**src/logic/tap_gate_pkg.sv**
```systemverilog
/*
 * constants for the scan access gate register slice: register offsets,
 * field positions and per-device-type reset values.
 * assumes a 32-bit plain register port with byte addresses.
 */
package tap_gate_pkg;
	localparam int DATA_W = 32;
	localparam int ADDR_W = 8;
	localparam int TEST_W = 16;
	localparam int DEBUG_W = 16;
	localparam int FUSE_W = 24;
	localparam logic [ADDR_W-1:0] SCAN_ACCESS_ENABLE_OFS = 8'h00;
	localparam logic [ADDR_W-1:0] RESERVED_FUSE_STATUS_OFS = 8'h04;
	localparam logic [ADDR_W-1:0] TYPE_STATUS_OFS = 8'h08;
	localparam int TEST_LSB = 16;
	localparam int DEBUG_LSB = 0;
	localparam logic [DATA_W-1:0] RESET_NONSECURE = 32'hffff_ffff;
	localparam logic [DATA_W-1:0] RESET_SECURE = 32'hffff_0000;
	localparam logic [DATA_W-1:0] UNMAPPED_READ = 32'h0000_0000;
	typedef enum logic {TYPE_WAIT, TYPE_LATCHED} type_state_t;
endpackage : tap_gate_pkg

```
**src/logic/tap_access_gate_regs.sv**
```systemverilog
/*
 * scan access gate registers: the tap enable register with its per-bit
 * enable outputs to the tap router, and the reserved fuse status word.
 * assumes SYS_RST is the power-on reset and TYPE_KNOWN pulses or rises
 * once the device type is settled, with TYPE_SECURE valid beside it.
 */
// Local design decisions: the register addresses and the strobed register port.
// Contract
// RL1: every tap enable bit drives its own enable output to the router
// RL2: reset value of tap enable loads only once device type is known
// RL3: non-secure resets to all ones, secure to upper ones lower zeros
// RL4: each tap enable bit accepts one write, later writes ignored
// RL5: written value persists until the next power-on reset
// RL6: bits 31-16 drive the test port enable bus
// RL7: bits 15-0 drive the debug port enable bus
// RL8: fuse status shows reserved fuse bits read-only in bits 23-0
// RL9: fuse status bits 31-24 read zero, writes ignored
// RL10: per-bit written flag set by first write, cleared by power-on reset
`timescale 1ns/10ps
module tap_access_gate_regs
	import tap_gate_pkg::*;
(
	input wire logic CLK,
	input wire logic SYS_RST,
	input wire logic TYPE_KNOWN,
	input wire logic TYPE_SECURE,
	input wire logic [tap_gate_pkg::FUSE_W-1:0] RESERVED_FUSE_BITS,
	input wire logic [tap_gate_pkg::ADDR_W-1:0] ADDR,
	input wire logic [tap_gate_pkg::DATA_W-1:0] WDATA,
	input wire logic WR,
	input wire logic RD,
	output logic [tap_gate_pkg::DATA_W-1:0] RDATA,
	output logic [tap_gate_pkg::TEST_W-1:0] TEST_PORT_ENABLE_OUT,
	output logic [tap_gate_pkg::DEBUG_W-1:0] DEBUG_PORT_ENABLE_OUT
);
	import tap_gate_pkg::*;

	// ****************************************
	// state
	// ****************************************
	typedef struct packed {
		type_state_t type_st_r;
		logic secure_r;
		logic [DATA_W-1:0] rdata_r;
		logic [TEST_W-1:0] test_en_r;
		logic [DEBUG_W-1:0] debug_en_r;
	} top_state_t;
	top_state_t s_r;
	top_state_t s_nxt;

	logic load;
	logic wr_enable;
	logic [DATA_W-1:0] tap_value;
	logic [DATA_W-1:0] tap_written;
	logic [DATA_W-1:0] load_value;
	logic type_latched;

	// ****************************************
	// helpers
	// ****************************************
	// reset value that belongs to the device type
	function automatic logic [DATA_W-1:0] reset_for(input logic secure);
		reset_for = secure ? RESET_SECURE : RESET_NONSECURE;
	endfunction : reset_for

	// one decode per address for the checks; the port logic uses only is_tap_addr, for write gating
	function automatic logic is_tap_addr(input logic [ADDR_W-1:0] a);
		is_tap_addr = (a == SCAN_ACCESS_ENABLE_OFS);
	endfunction : is_tap_addr

	function automatic logic is_fuse_addr(input logic [ADDR_W-1:0] a);
		is_fuse_addr = (a == RESERVED_FUSE_STATUS_OFS);
	endfunction : is_fuse_addr

	function automatic logic is_status_addr(input logic [ADDR_W-1:0] a);
		is_status_addr = (a == TYPE_STATUS_OFS);
	endfunction : is_status_addr

	// the upper byte has no storage behind it, so it is padded with zeros
	function automatic logic [DATA_W-1:0] fuse_word(input logic [FUSE_W-1:0] bits);
		fuse_word = {{(DATA_W-FUSE_W){1'b0}}, bits};
	endfunction : fuse_word

	// bit 0 says the type is latched, bit 1 that the part is secure
	function automatic logic [DATA_W-1:0] status_word(input logic secure, input logic latched);
		status_word = {{(DATA_W-2){1'b0}}, secure, latched};
	endfunction : status_word

	// ****************************************
	// type latch and write gating
	// ****************************************
	assign type_latched = (s_r.type_st_r == TYPE_LATCHED);
	// RL2 load once type known
	assign load = !type_latched && TYPE_KNOWN;
	// RL3 type dependent reset value
	assign load_value = reset_for(TYPE_SECURE);
	// writes before the type is known would be overwritten by the load, so hold them off
	assign wr_enable = WR && is_tap_addr(ADDR) && type_latched;

	write_once_bits #(
		.WIDTH(DATA_W)
	) u_bits (
		.clk(CLK),
		.rst(SYS_RST),
		.load(load),
		.load_value(load_value),
		.wr(wr_enable),
		.wr_data(WDATA),
		.value(tap_value),
		.written(tap_written)
	);

	// ****************************************
	// next state
	// ****************************************
	always_comb begin
		s_nxt = s_r;
		unique case (s_r.type_st_r)
			TYPE_WAIT: begin
				if (TYPE_KNOWN) begin
					s_nxt.type_st_r = TYPE_LATCHED;
					s_nxt.secure_r = TYPE_SECURE;
				end
			end
			TYPE_LATCHED: begin
			end
		endcase
		// RL1 per bit enable outputs
		// RL6 upper half to test port
		s_nxt.test_en_r = tap_value[TEST_LSB +: TEST_W];
		// RL7 lower half to debug port
		s_nxt.debug_en_r = tap_value[DEBUG_LSB +: DEBUG_W];
		s_nxt.rdata_r = UNMAPPED_READ;
		if (RD) begin
			unique case (ADDR)
				SCAN_ACCESS_ENABLE_OFS: s_nxt.rdata_r = tap_value;
				// RL8 fuse bits read-only
				// RL9 upper byte reads zero
				RESERVED_FUSE_STATUS_OFS: s_nxt.rdata_r = fuse_word(RESERVED_FUSE_BITS);
				TYPE_STATUS_OFS: s_nxt.rdata_r = status_word(s_r.secure_r, type_latched);
				default: s_nxt.rdata_r = UNMAPPED_READ;
			endcase
		end
	end

	// ****************************************
	// registers
	// ****************************************
	// outputs stay closed (zero) until the type is known, the safe default
	always_ff @(posedge CLK or posedge SYS_RST) begin
		if (SYS_RST) begin
			s_r <= '0;
		end else begin
			s_r <= s_nxt;
		end
	end

	assign RDATA = s_r.rdata_r;
	assign TEST_PORT_ENABLE_OUT = s_r.test_en_r;
	assign DEBUG_PORT_ENABLE_OUT = s_r.debug_en_r;

	// ****************************************
	// checks: type latch
	// ****************************************
	// RL2 type latched once
	a_load_only_once: assert property (@(posedge CLK) disable iff (SYS_RST) // RL2
		type_latched |=> (type_latched && $stable(s_r.secure_r)))
		else $error("device type latched twice");

	// RL2 wait without type
	a_type_waits: assert property (@(posedge CLK) disable iff (SYS_RST) // RL2
		(!type_latched && !TYPE_KNOWN) |=> !type_latched)
		else $error("type latched without strobe");

	// RL2 latch on strobe
	a_type_latches: assert property (@(posedge CLK) disable iff (SYS_RST) // RL2
		(!type_latched && TYPE_KNOWN) |=> (type_latched && (s_r.secure_r == $past(TYPE_SECURE))))
		else $error("device type not latched");

	// RL2 single load pulse
	a_load_single: assert property (@(posedge CLK) disable iff (SYS_RST) // RL2
		load |=> !load)
		else $error("reset value loaded twice");

	// RL2 closed before type
	a_closed_before_type: assert property (@(posedge CLK) disable iff (SYS_RST) // RL2
		!type_latched |-> ((tap_value == '0) && (tap_written == '0)))
		else $error("tap enable set before type known");

	// RL2 outputs closed early
	a_outputs_closed: assert property (@(posedge CLK) disable iff (SYS_RST) // RL2
		!type_latched |=> ((TEST_PORT_ENABLE_OUT == '0) && (DEBUG_PORT_ENABLE_OUT == '0)))
		else $error("enable outputs open before type known");

	// RL2 early write dropped
	a_early_write_dropped: assert property (@(posedge CLK) disable iff (SYS_RST) // RL2
		(WR && is_tap_addr(ADDR) && !type_latched) |=> (tap_written == '0))
		else $error("tap write taken before type known");

	// RL2 early read zero
	a_early_read_zero: assert property (@(posedge CLK) disable iff (SYS_RST) // RL2
		(RD && is_tap_addr(ADDR) && !type_latched) |=> (RDATA == '0))
		else $error("tap read not zero before type known");

	// ****************************************
	// checks: reset values
	// ****************************************
	// RL3 reset value by type
	a_load_value_type: assert property (@(posedge CLK) disable iff (SYS_RST) // RL3
		load |=> (tap_value == ($past(TYPE_SECURE) ? RESET_SECURE : RESET_NONSECURE)))
		else $error("wrong reset value for device type");

	// RL3 value until written
	a_reset_until_write: assert property (@(posedge CLK) disable iff (SYS_RST) // RL3
		(type_latched && tap_written == '0) |->
		(tap_value == (s_r.secure_r ? RESET_SECURE : RESET_NONSECURE)))
		else $error("reset value lost before write");

	// RL3 secure part halves
	a_secure_halves: assert property (@(posedge CLK) disable iff (SYS_RST) // RL3
		(type_latched && s_r.secure_r && tap_written == '0) |=>
		((TEST_PORT_ENABLE_OUT == '1) && (DEBUG_PORT_ENABLE_OUT == '0)))
		else $error("secure part enables wrong");

	// RL3 non-secure all open
	a_nonsecure_open: assert property (@(posedge CLK) disable iff (SYS_RST) // RL3
		(type_latched && !s_r.secure_r && tap_written == '0) |=>
		({TEST_PORT_ENABLE_OUT, DEBUG_PORT_ENABLE_OUT} == '1))
		else $error("non-secure part enables wrong");

	// RL1 outputs after load
	a_outputs_after_load: assert property (@(posedge CLK) disable iff (SYS_RST) // RL1
		load |=> ##1 ({TEST_PORT_ENABLE_OUT, DEBUG_PORT_ENABLE_OUT} ==
		($past(TYPE_SECURE, 2) ? RESET_SECURE : RESET_NONSECURE)))
		else $error("enable outputs wrong after load");

	// ****************************************
	// checks: write-once
	// ****************************************
	// RL4 first write lands
	a_first_write_lands: assert property (@(posedge CLK) disable iff (SYS_RST) // RL4
		(wr_enable && tap_written == '0) |=> (tap_value == $past(WDATA)))
		else $error("first write not taken");

	// RL4 second write ignored
	a_second_write: assert property (@(posedge CLK) disable iff (SYS_RST) // RL4
		(wr_enable && tap_written == '1) |=> $stable(tap_value))
		else $error("second write changed value");

	// RL9 other writes ignored
	a_other_write_ignored: assert property (@(posedge CLK) disable iff (SYS_RST) // RL9
		(WR && !is_tap_addr(ADDR) && !load) |=> ($stable(tap_value) && $stable(tap_written)))
		else $error("write elsewhere touched tap enable");

	// RL5 value persists
	a_persist_value: assert property (@(posedge CLK) disable iff (SYS_RST) // RL5
		(tap_written == '1 && type_latched) |=> $stable(tap_value))
		else $error("written value lost");

	// RL5 value needs event
	a_value_needs_event: assert property (@(posedge CLK) disable iff (SYS_RST) // RL5
		(!wr_enable && !load) |=> $stable(tap_value))
		else $error("tap value changed on its own");

	// RL5 flags never clear
	a_flags_never_clear: assert property (@(posedge CLK) disable iff (SYS_RST) // RL5
		1'b1 |=> ((tap_written & $past(tap_written)) == $past(tap_written)))
		else $error("written flag cleared without reset");

	// RL10 write sets flags
	a_written_flag: assert property (@(posedge CLK) disable iff (SYS_RST) // RL10
		wr_enable |=> (tap_written == '1))
		else $error("written flags not set");

	// RL10 flags need write
	a_flags_need_write: assert property (@(posedge CLK) disable iff (SYS_RST) // RL10
		!wr_enable |=> $stable(tap_written))
		else $error("written flags changed without write");

	// ****************************************
	// checks: enable outputs
	// ****************************************
	// RL6 test half map
	a_test_out_map: assert property (@(posedge CLK) disable iff (SYS_RST) // RL6
		1'b1 |=> (TEST_PORT_ENABLE_OUT == $past(tap_value[TEST_LSB +: TEST_W])))
		else $error("test enable mismatch");

	// RL7 debug half map
	a_debug_out_map: assert property (@(posedge CLK) disable iff (SYS_RST) // RL7
		1'b1 |=> (DEBUG_PORT_ENABLE_OUT == $past(tap_value[DEBUG_LSB +: DEBUG_W])))
		else $error("debug enable mismatch");

	// RL1 every bit routed
	a_outputs_all_bits: assert property (@(posedge CLK) disable iff (SYS_RST) // RL1
		##1 ({TEST_PORT_ENABLE_OUT, DEBUG_PORT_ENABLE_OUT} == $past(tap_value)))
		else $error("enable outputs not per bit");

	// RL1 write reaches outputs
	a_outputs_follow_write: assert property (@(posedge CLK) disable iff (SYS_RST) // RL1
		(wr_enable && tap_written == '0) |=> ##1 ({TEST_PORT_ENABLE_OUT, DEBUG_PORT_ENABLE_OUT} == $past(WDATA, 2)))
		else $error("write did not reach enable outputs");

	// RL6 test half written
	a_write_sets_test: assert property (@(posedge CLK) disable iff (SYS_RST) // RL6
		(wr_enable && tap_written == '0) |=> ##1 (TEST_PORT_ENABLE_OUT == $past(WDATA[TEST_LSB +: TEST_W], 2)))
		else $error("test enables not from upper half");

	// RL7 debug half written
	a_write_sets_debug: assert property (@(posedge CLK) disable iff (SYS_RST) // RL7
		(wr_enable && tap_written == '0) |=> ##1 (DEBUG_PORT_ENABLE_OUT == $past(WDATA[DEBUG_LSB +: DEBUG_W], 2)))
		else $error("debug enables not from lower half");

	// RL6 test half holds
	a_test_bits_hold: assert property (@(posedge CLK) disable iff (SYS_RST) // RL6
		(type_latched && tap_written == '1) |=> ##1 $stable(TEST_PORT_ENABLE_OUT))
		else $error("test enables moved after write");

	// RL7 debug half holds
	a_debug_bits_hold: assert property (@(posedge CLK) disable iff (SYS_RST) // RL7
		(type_latched && tap_written == '1) |=> ##1 $stable(DEBUG_PORT_ENABLE_OUT))
		else $error("debug enables moved after write");

	// ****************************************
	// checks: register reads
	// ****************************************
	// RL1 tap enable readback
	a_tap_read: assert property (@(posedge CLK) disable iff (SYS_RST) // RL1
		(RD && is_tap_addr(ADDR)) |=> (RDATA == $past(tap_value)))
		else $error("tap enable misread");

	// RL8 fuse bits read
	a_fuse_read: assert property (@(posedge CLK) disable iff (SYS_RST) // RL8
		(RD && is_fuse_addr(ADDR)) |=>
		(RDATA[FUSE_W-1:0] == $past(RESERVED_FUSE_BITS)))
		else $error("fuse bits misread");

	// RL9 upper byte zero
	a_fuse_top_zero: assert property (@(posedge CLK) disable iff (SYS_RST) // RL9
		(RD && is_fuse_addr(ADDR)) |=> (RDATA[DATA_W-1:FUSE_W] == '0))
		else $error("fuse upper byte not zero");

	// RL2 type status read
	a_status_read: assert property (@(posedge CLK) disable iff (SYS_RST) // RL2
		(RD && is_status_addr(ADDR)) |=>
		(RDATA == {{(DATA_W-2){1'b0}}, $past(s_r.secure_r), $past(type_latched)}))
		else $error("type status misread");

	// RL8 data one cycle
	a_read_one_cycle: assert property (@(posedge CLK) disable iff (SYS_RST) // RL8
		!RD |=> (RDATA == UNMAPPED_READ))
		else $error("read data stands without read");

	// RL9 unmapped reads zero
	a_unmapped_read: assert property (@(posedge CLK) disable iff (SYS_RST) // RL9
		(RD && !is_tap_addr(ADDR) && !is_fuse_addr(ADDR) && !is_status_addr(ADDR)) |=>
		(RDATA == UNMAPPED_READ))
		else $error("unmapped read not zero");
endmodule : tap_access_gate_regs

```
**src/logic/write_once_bits.sv**
```systemverilog
/*
 * write-once register bits: each bit takes its load value on the load
 * strobe, then accepts exactly one software write until power-on reset.
 * assumes load arrives once and before any write is meaningful.
 */
`timescale 1ns/10ps
module write_once_bits #(
	parameter int WIDTH = 32
) (
	input wire logic clk,
	input wire logic rst,
	input wire logic load,
	input wire logic [WIDTH-1:0] load_value,
	input wire logic wr,
	input wire logic [WIDTH-1:0] wr_data,
	output logic [WIDTH-1:0] value,
	output logic [WIDTH-1:0] written
);
	typedef struct packed {
		logic [WIDTH-1:0] value_r;
		logic [WIDTH-1:0] written_r;
	} wo_state_t;
	wo_state_t s_r;
	wo_state_t s_nxt;

	always_comb begin
		s_nxt = s_r;
		if (load) begin
			s_nxt.value_r = load_value;
		end
		// RL4 single write accepted
		if (wr) begin
			for (int i = 0; i < WIDTH; i++) begin
				if (!s_r.written_r[i]) begin
					s_nxt.value_r[i] = wr_data[i];
					// RL10 written flag set
					s_nxt.written_r[i] = 1'b1;
				end
			end
		end
	end

	// RL5 cleared only by power-on reset
	always_ff @(posedge clk or posedge rst) begin
		if (rst) begin
			s_r <= '0;
		end else begin
			s_r <= s_nxt;
		end
	end

	assign value = s_r.value_r;
	assign written = s_r.written_r;

	// a bit once written is not changed again by a write in a cycle without load
	a_written_stays: assert property (@(posedge clk) disable iff (rst) // RL4
		(wr && !load) |=> ((s_r.value_r & $past(s_r.written_r)) == ($past(s_r.value_r) & $past(s_r.written_r))))
		else $error("written bit changed");
	a_flag_sticky: assert property (@(posedge clk) disable iff (rst) // RL10
		wr |=> (s_r.written_r == '1))
		else $error("written flag not set by write");
endmodule : write_once_bits
```
**config.mk**
```make
export PLATFORM = sky130hd
export DESIGN_NAME = tap_access_gate_regs
export DESIGN_NICKNAME = d
export VERILOG_FILES = /design/src/logic/tap_gate_pkg.sv /design/src/logic/tap_access_gate_regs.sv /design/src/logic/write_once_bits.sv
export SDC_FILE = /design/constraint.sdc
export NUM_CORES = 1
export LEC_CHECK = 0
export BUFFER_PORTS_ARGS = -buffer_cell sky130_fd_sc_hd__buf_2
export CORE_MARGIN = 5
export CORE_UTILIZATION = 55
export DETAILED_ROUTE_END_ITERATION = 8
export PLACE_DENSITY = 0.95
export SYNTH_ARGS = -nofsm -noshare
export SYNTH_HDL_FRONTEND = slang
export SYNTH_SLANG_ARGS = --single-unit
```
**constraint.sdc**
```tcl
create_clock -name CLK -period 5.1 [get_ports CLK]
set_clock_uncertainty 0.2 [all_clocks]
set_input_delay 1.02 -clock CLK [delete_from_list [all_inputs] [get_ports CLK]]
set_output_delay 1.02 -clock CLK [all_outputs]
set_load 0.01 [all_outputs]
```
Yosys cells after proc, flatten, opt, wreduce, memory -nomap -nowiden
Index checks and enable logic that the tools add are counted.

Equal/unequal tests: 2. Reduce and logical (&&, ||, !) cells: 6. Mux-type cells: 39. Bitwise operators: 1.

Operators with widths (count): $pmux 32 s3 (1); $mux 32 (2); $mux 64 (1); $mux 1 (32); $mux 16 (1); $eq 8x3->1 const B (1); $eq 8x4->1 const B (1); $logic_not 8->1 (1); $mux 2 (2); $logic_and 1x1->1 (3); $reduce_and 2->1 (1); $logic_not 1->1 (1); $not 1->1 (1).

Output and inout port bits: 64. Bits of input ports: 70. Bits in registers: 99. Logic and storage cells: 55.

Depth between registers and ports, before layout
Gate-level depths: netlist of the first run.

Depth in word-level cells: 5. Mapped depth: 5. Depth with buffers taken out: 3.

Cells and area by module
From an unflattened synthesis of the first run, not the netlist that was laid out.

Cells, all modules: 349. Area, all modules: 4832.1 µm².

By module, submodules not included: tap_access_gate_regs (area each 2712.6 µm², cells each 210, sequential area each 1651.6 µm², instances 1); write_once_bits (area each 2119.5 µm², cells each 139, sequential area each 825.8 µm², instances 1).

Least setup slack after synthesis of the first run
No wires, ideal clock.

Path type: in2reg. Start: input ADDR[3] in the netlist's numbering. End: register u_bits.s_r (netlist bit u_bits.value[17]). Setup time: 125 ps. Buffers on the path: 2. Setup slack: 2711 ps. Required time: 4775 ps. Arrival: 2064 ps. Cell stages on the path: 5. Cell sequence: buf_2 > nor4b_4 > nand4_2 > buf_6 > mux2_4.

RTL lines: start, declared (line tap_access_gate_regs.sv:28) `input wire logic [tap_gate_pkg::ADDR_W-1:0] ADDR,`; end signal, assigned (line write_once_bits.sv:48) `s_r <= s_nxt;`; end, declared (line write_once_bits.sv:23) `wo_state_t s_r;`.

==> summary.txt, run 1 <==
Power
  – Flop pwr share: 0.581
  – Clock Power Share: 0.308
  – Switching Fraction: 0.259
  – Pwr Density: 320 mW/mm^2
  – Peak supply drop: 219 uV
  – Sw power: 0.000387 W
  – Combinational Power Share: 0.111
  – LEAKAGE: 2.61 nW
  – Internal power: 0.00111 W

Timing
  – Slew HR: 0.312
  – Final Critical Period: 2.89 ns
  – Fmax: 345 MHz
  – Final Hold Vio Count: 0
  – Final setup TNS: 0 ns
  – Final period utilization: 0.568
  – Least-Margin Pin Slew: 1.03 ns
  – Final Setup Violations: 0
  – RSZ-0062 raised after global routing: false
  – Final Max Slew Viols: 0

CTS
  – # Post-CTS Setup Buffers: 0
  – Clock slew at reported path FFs: 0.10 ns
  – TritonCTS buffer count: 9
  – CTS tree: done
  – H-tree depth: 3
  – Resized cells post-CTS: 0
  – Root Buffer: clkbuf_8
  – CTS Buffer Depth: 2
  – Skew-Pair Late Insertion Delay: 0.34 ns
  – CTS Hold Bufs: 0
  – Clock sink count: 99

Hold path
  – Hold Path Cell Cnt: 0
  – Worst Hold Class: register to register

Placement
  – Port-buffer cells: 133
  – HPWL Detailed: 6.15 mm
  – Final GP Congestion: 0.814
  – Area post-placement: 0.00450 sq mm

Logic synthesis
  – Synth warn: 0
  – Top post-synthesis cells by count: dfrtp_1, buf_4, mux2i_1
  – Area leader, netlist: dfrtp_1
  – Synthesized area: 0.00423 sq mm
  – Cells after Synth: 333
  – Syn avg cell area: 12.7 sq um
  – Number of flops mapped to enable cells by yosys: 0
  – Top FF cell, synth: dfrtp_1
  – Mapped Nets: 403
  – Yosys cell types: 26
  – Synth top area share: 0.586
  – Sequential element share of the synthesized area: 0.586
  – Most numerous cell in the Yosys netlist: dfrtp_1
  – #FFs+latches synth: 99
  – Largest cells by area after synthesis: dfrtp_1, buf_4, mux2i_1
  – FFs w/ async S/R, synth: 1.00

Detailed routing
  – Via density per instance: 4.87
  – 1st-iter DRT viols: 61
  – Total number of vias: 2482
  – Avg WL per Cell: 16.1 microns
  – Final ANT Viol Nets: 0
  – Drt drc: 0
  – Routed WL: 8.22 mm
  – DR pass1 iterations: 4

Global route
  – Largest net degree at the start of global routing: 61
  – First-pass GRT wire length: 13.7 mm
  – Global-route usage over all layers: 0.180
  – Initial antenna violation count: 0
  – Overflow after GRT: 0
  – Vias in the first global route: 2738

Setup path
  – Worst setup EP type: register
  – CP startpoint kind: input port
  – Critical Path RT: 5.13 ns
  – Max FO, Critical Path: 35
  – WP data arrival: 2.93 ns
  – Cells on worst reg2reg path: 4
  – Crit Path Class: input port to register

Flow run
  – Number of max-cap violations: 0

Cells and area
  – Share of cells above drive strength 1: 0.441
  – Number of antenna diodes: 0
  – Nets@finish: 473
  – Layout overhead on the synthesized area: 10.6%
  – Fillers: 638
  – Post-route cell area: 0.00468 sq mm

Die
  – Core area: 0.00761 sq mm
  – Die area: 0.00955 sq mm
  – Initial Util: 0.556
  – Die H: 97.7 microns
  – # IOs: 134
  – Die X: 97.7 microns
  – Row count: 32

Run status
  – Status: finished, final reports clean
cell usage in the layout, fill, tap and decap left out, types with 7 or more instances in the layout:
| master | synthesis | final |
|---|---|---|
| buf_2 | 6 | 133 |
| dfrtp_1 | 99 | 99 |
| mux2i_1 | 40 | 40 |
| nor2_1 | 23 | 23 |
| a21oi_1 | 18 | 18 |
| nand2b_1 | 17 | 17 |
| inv_1 | 17 | 16 |
| mux2_4 | 14 | 14 |
| clkbuf_8 | 0 | 9 |
| nor3b_1 | 7 | 7 |
layout make-up:
type	instances	area, sq um	area share
flip-flops and latches	99	2480	0.530
multi-input cells	138	1120	0.240
repair buffers	138	703	0.150
well taps	102	128	0.0273
clock buffers	9	124	0.0265
inverters	17	66.3	0.0142
clock inverters	7	56.3	0.0120
path summary, 6_finish.rpt:
check | endpoint | slack, ns | start
worst max-delay path | u_bits.value[21] | 2.21 | ADDR[2]
worst min-delay path | TEST_PORT_ENABLE_OUT[0] | 0.19 | u_bits.value[16]
worst max register to register | u_bits.value[21] | 2.98 | type_latched
worst min register to register | TEST_PORT_ENABLE_OUT[0] | 0.19 | u_bits.value[16]
max in group asynchronous | RDATA[11] | 3.13 | SYS_RST
min in group asynchronous | RDATA[20] | 0.57 | SYS_RST
layer usage:
layer / part of all wire / vias to the layer above / wire (microns) / global-route usage
li1: - / 1149 / - / -
met1: 0.42 / 1217 / 3430 / 0.227
met2: 0.50 / 106 / 4100 / 0.298
met3: 0.070 / 10 / 577 / 0.0553
met4: 0.014 / 0 / 117 / 0.0607
met5: 0 / - / 0 / 0
cell families (layout without fill, tap and decap cells):
logic type	count (synthesis)	count (layout)	share of synthesized area
AND/OR/NAND/NOR	62	62	0.0896
flip-flops	99	99	0.586
buffers and inverters	96	171	0.149
AO/OA/AOI/OAI	19	19	0.0234
multiplexers	57	57	0.152
worst max-delay path, cell delays in order:
cell and delay (ns):
buf_2 0.41, nor4b_4 0.38, nand4_2 0.40, buf_4 0.37, mux2_4 0.32
registers in the layout, indices dropped and copies added, names as in the netlist:
register,count
RDATA,32
u_bits.value,32
DEBUG_PORT_ENABLE_OUT,16
TEST_PORT_ENABLE_OUT,16
s_r,1
type_latched,1
u_bits.written,1
power by group through the flow:
stage | clock (W) | sequential, W | combinational, W
final | 0.000461 | 0.000870 | 0.000167
after global routing | 0.000513 | 0.000878 | 0.000184
after CTS | 0.000477 | 0.000871 | 0.000170
after detailed placement | 0 | 0.000886 | 0.000170
after global placement | 0 | 0.000882 | 0.000162
after floorplan | 0 | 0.000875 | 0.000137
stage by stage:
step	power (W)	util	setup WS, ns	hold slack [ns]	std cells
finish	0.00150	0.615	2.21	0.186	510
global route	0.00158	0.615	2.12	0.203	510
CTS	0.00152	0.615	2.20	0.189	510
detailed placement	0.00106	0.591	1.82	0.177	494
global placement	0.00104	0.591	1.91	0.174	494
floorplan	0.00101	-	1.29	0.158	333
(Power assumes the default switching activity.)
==> inputs of run 2 (changes only) <==
CORE_UTILIZATION = 46   (was 55)
PLACE_DENSITY = 0.87   (was 0.95)
clock period = 2.6 ns   (was 5.1 ns; I/O delays follow)
==> summary.txt, run 2 (synthesis results as in run 1) <==
Placement
  – HPWL Detailed: 6.06 mm
  – Final GP Congestion: 0.784
  – Area post-placement: 0.00456 sq mm
  – Port-buffer cells: 133

Detailed routing
  – Total number of vias: 2450
  – 1st-iter DRT viols: 89
  – Avg WL per Cell: 16.0 microns
  – Routed WL: 8.36 mm
  – Drt drc: 0
  – Final ANT Viol Nets: 0
  – Via density per instance: 4.68
  – DR pass1 iterations: 5

Timing
  – Final setup TNS: 0 ns
  – Final period utilization: 0.745
  – Fmax: 516 MHz
  – Final Max Slew Viols: 0
  – Least-Margin Pin Slew: 1.08 ns
  – Slew HR: 0.276
  – Final Critical Period: 1.94 ns
  – Final Hold Vio Count: 0
  – RSZ-0062 raised after global routing: false
  – Final Setup Violations: 0

Setup path
  – CP peak stage delay: 0.91 ns
  – Worst setup startpoint: type_latched
  – Critical Path RT: 2.67 ns
  – R2r startpoint: type_latched
  – Worst setup EP type: register
  – Critical path, cell by cell: nor3b_2, a21oi_1, mux2i_1
  – WP data arrival: 2.01 ns
  – Crit Path Class: register to register
  – Critical-path top delay cell: nor3b_2
  – Max FO, Critical Path: 16
  – CP startpoint kind: register

Die
  – Row count: 35
  – Core area: 0.00911 sq mm
  – Die area: 0.0112 sq mm
  – Initial Util: 0.464
  – # IOs: 134
  – Die X: 106 microns
  – Die H: 106 microns

Cells and area
  – Most common cell after layout, fill and taps aside: buf_2
  – Layout overhead on the synthesized area: 12.7%
  – Nets@finish: 477
  – Commonest cells after routing, fill and taps aside: buf_2, dfrtp_1, mux2i_1
  – Share of cells above drive strength 1: 0.447
  – Final Util: 0.523
  – Post-route cell area: 0.00477 sq mm

Power
  – LEAKAGE: 2.63 nW
  – Pwr Density: 635 mW/mm^2
  – Peak supply drop: 389 uV

Global route
  – Largest net degree at the start of global routing: 100
  – Overflow after GRT: 0
  – Global-route usage over all layers: 0.158
  – Vias in the first global route: 2714
  – First-pass GRT wire length: 13.9 mm
  – Initial antenna violation count: 1

CTS
  – Skew-Pair Late Insertion Delay: 0.35 ns
  – Resized cells post-CTS: 0
  – Clock sink count: 99
  – H-tree depth: 3
  – # Post-CTS Setup Buffers: 0
  – CTS Buffer Depth: 2
  – CTS Hold Bufs: 0
  – CTS tree: done
  – Root Buffer: clkbuf_8
  – Clock slew at reported path FFs: 0.10 ns
  – TritonCTS buffer count: 9

Run status
  – Status: finished, final reports clean

Flow run
  – Number of max-cap violations: 0

Hold path
  – Worst Hold Class: input port to async pin
## run 2: power by group
part / switching [W] / leakage [nW] / total [W] / internal, W
combinational: 0.000159 / 1.31 / 0.000328 / 0.000169
sequential: 0.0000572 / 1.22 / 0.00170 / 0.00165
clock: 0.000538 / 0.101 / 0.000997 / 0.000459
## run 2: path summary, 6_finish.rpt
kind | cells past startpoint | slack [ns] | to
worst max-delay path | 3 | 0.66 | u_bits.value[10]
worst min-delay path | 3 | 0.1 | TEST_PORT_ENABLE_OUT[10]
worst max register to register | 3 | 0.66 | u_bits.value[10]
worst min register to register | 0 | 0.20 | TEST_PORT_ENABLE_OUT[9]
max in group asynchronous | 3 | 1.71 | u_bits.value[12]
min in group CLK | 3 | 0.18 | u_bits.value[5]
## run 2: area by class of cell
type	count	area [sq um]
sequential	99	2480
multi-input combinational	138	1130
antenna	1	2.50
clock inverter	7	81.3
fill	784	4340
inverter	17	67.6
timing repair buffer	142	746
tap	111	139
clock buffer	9	124
## run 2: through the flow
step	cells	setup slack [ns]	hold slack, ns	total power (W)
after detailed placement	507	0.467	0.181	0.00207
after global routing	524	0.497	0.119	0.00318
after global placement	507	0.517	0.173	0.00205
after floorplan	333	0.704	0.158	0.00198
final	524	0.662	0.0952	0.00303
after CTS	523	0.637	0.114	0.00308
## run 2: critical path: cells and delay by family, from the launching register on
kind             cells  cell delay (ns)
AO/OA/AOI/OAI        1             0.09
AND/OR/NAND/NOR      1             0.91
flip-flops           1             0.46
multiplexers         1             0.20
## run 2: layer usage
metal	vias to the layer above	track usage	part of all wire
met5	-	0	0
met4	0	0.0518	0.015
met2	89	0.259	0.49
met1	1191	0.195	0.41
li1	1161	-	-
met3	9	0.0589	0.081
==> inputs of run 3 (changes only) <==
CORE_UTILIZATION = 51   (was 46)
PLACE_DENSITY = 0.91   (was 0.87)
clock period = 2.02 ns   (was 2.6 ns; I/O delays follow)
==> summary.txt, run 3 (synthesis results as in run 1) <==
Run status
  – Status: finished, final reports clean

Timing
  – Fmax: 562 MHz
  – Least-Margin Pin Slew: 0.699 ns
  – Final Hold Vio Count: 0
  – Slew HR: 0.533
  – Final Max Slew Viols: 0
  – Final Critical Period: 1.78 ns
  – Worst setup margin: 0.240 ns
  – Final Setup Violations: 0
  – RSZ-0062 raised after global routing: false
  – Final period utilization: 0.881
  – Final setup TNS: 0 ns

Power
  – Pwr Density: 830 mW/mm^2
  – Clock Power Share: 0.348
  – Switching Fraction: 0.236
  – Power after layout: 0.00404 W
  – Sw power: 0.000955 W
  – Internal power: 0.00309 W
  – LEAKAGE: 2.69 nW
  – Flop pwr share: 0.542
  – Peak supply drop: 436 uV
  – Combinational Power Share: 0.110

Placement
  – Area post-placement: 0.00463 sq mm
  – Final GP Congestion: 0.830
  – Port-buffer cells: 133
  – HPWL Detailed: 6.39 mm
  – Setup WS pre-CTS: 0.0407 ns
  – Placed Instances: 506

Hold path
  – Worst Hold Class: input port to register

CTS
  – CTS Buffer Depth: 2
  – H-tree depth: 3
  – CTS tree: done
  – Root Buffer: clkbuf_8
  – Clock sink count: 99
  – TritonCTS buffer count: 9
  – Skew-Pair Late Insertion Delay: 0.35 ns
  – Clock slew at reported path FFs: 0.09 ns

Cells and area
  – Share of cells above drive strength 1: 0.450
  – Non-filler cells, final: 523
  – Layout overhead on the synthesized area: 15.1%
  – Nets@finish: 483
  – Number of antenna diodes: 0
  – Post-route cell area: 0.00487 sq mm
  – Commonest cells after routing, fill and taps aside: buf_2, dfrtp_1, mux2i_1
  – Most common cell after layout, fill and taps aside: buf_2

Detailed routing
  – Total number of vias: 2470
  – DR pass1 iterations: 5
  – Via density per instance: 4.72
  – Avg WL per Cell: 16.5 microns
  – Routed WL: 8.61 mm
  – Final ANT Viol Nets: 0
  – Drt drc: 0
  – 1st-iter DRT viols: 66

Global route
  – Overflow after GRT: 0
  – First-pass GRT wire length: 13.5 mm
  – Initial antenna violation count: 0
  – Global-route usage over all layers: 0.174
  – Vias in the first global route: 2760
  – Largest net degree at the start of global routing: 35

Die
  – # IOs: 134
  – Initial Util: 0.520
  – Die H: 101 microns
  – Core area: 0.00813 sq mm
  – Die area: 0.0102 sq mm
  – Row count: 33
  – Die X: 101 microns

Setup path
  – Critical Path RT: 2.05 ns
  – WP data arrival: 1.81 ns
  – Worst setup EP type: register
  – Max FO, Critical Path: 6
  – Crit Path Class: register to register
  – CP startpoint kind: register

Flow run
  – Number of max-cap violations: 0
## run 3: critical path, cell delays in order (launching register included)
cell	delay [ns]
dfrtp_1	0.49
nor4b_4	0.30
nand4_4	0.16
buf_4	0.21
mux2_4	0.30
## run 3: layout make-up
class,instances,area (sq um)
Fill cell,667,3260
Sequential cell,99,2480
Multi-Input combinational cell,138,1140
Timing Repair Buffer,148,831
Clock buffer,11,141
Tap cell,105,131
Clock inverter,5,85.1
Inverter,17,67.6
## run 3: per-layer routing
metal	track usage	wire (microns)	vias up
li1	-	-	1171
met1	0.217	3550	1200
met2	0.294	4330	89
met3	0.0457	610	10
met4	0.0573	121	0
met5	0	0	-
## run 3: power groups by stage
stage               Clock [W]  Combinational (W)  Sequential (W)
floorplan                   0           0.000345         0.00221
global placement            0           0.000430         0.00223
detailed placement          0           0.000449         0.00223
CTS                   0.00144           0.000452         0.00219
global route          0.00152           0.000488         0.00221
finish                0.00141           0.000443         0.00219
## run 3: worst paths after layout
path                                  start                        to  slack (ns)  cells past startpoint
setup / recovery               type_latched          u_bits.value[22]        0.24                      4
hold / removal                    WDATA[27]          u_bits.value[27]        0.07                      2
setup reg to reg               type_latched          u_bits.value[22]        0.24                      4
hold reg to reg            u_bits.value[26]  TEST_PORT_ENABLE_OUT[10]        0.20                      0
max in group asynchronous           SYS_RST          u_bits.value[14]        0.71                      4
min in group asynchronous           SYS_RST                 RDATA[20]        0.41                      3
## run 3: what timing repair did
action | 4_1_cts | 5_1_grt
setup endpoints to repair | 0 | 6
resized for setup | 0 | 1
hold buffers | 1 | 0
buffers inserted | 0 | 0
hold endpoints to repair | 16 | 0
## run 3: through the flow
| stage | utilization | hold WS, ns |
|---|---|---|
| floorplan | - | 0.158 |
| global placement | 0.569 | 0.177 |
| detailed placement | 0.569 | 0.179 |
| CTS | 0.598 | 0.0542 |
| global route | 0.599 | 0.0502 |
| finish | 0.599 | 0.0730 |
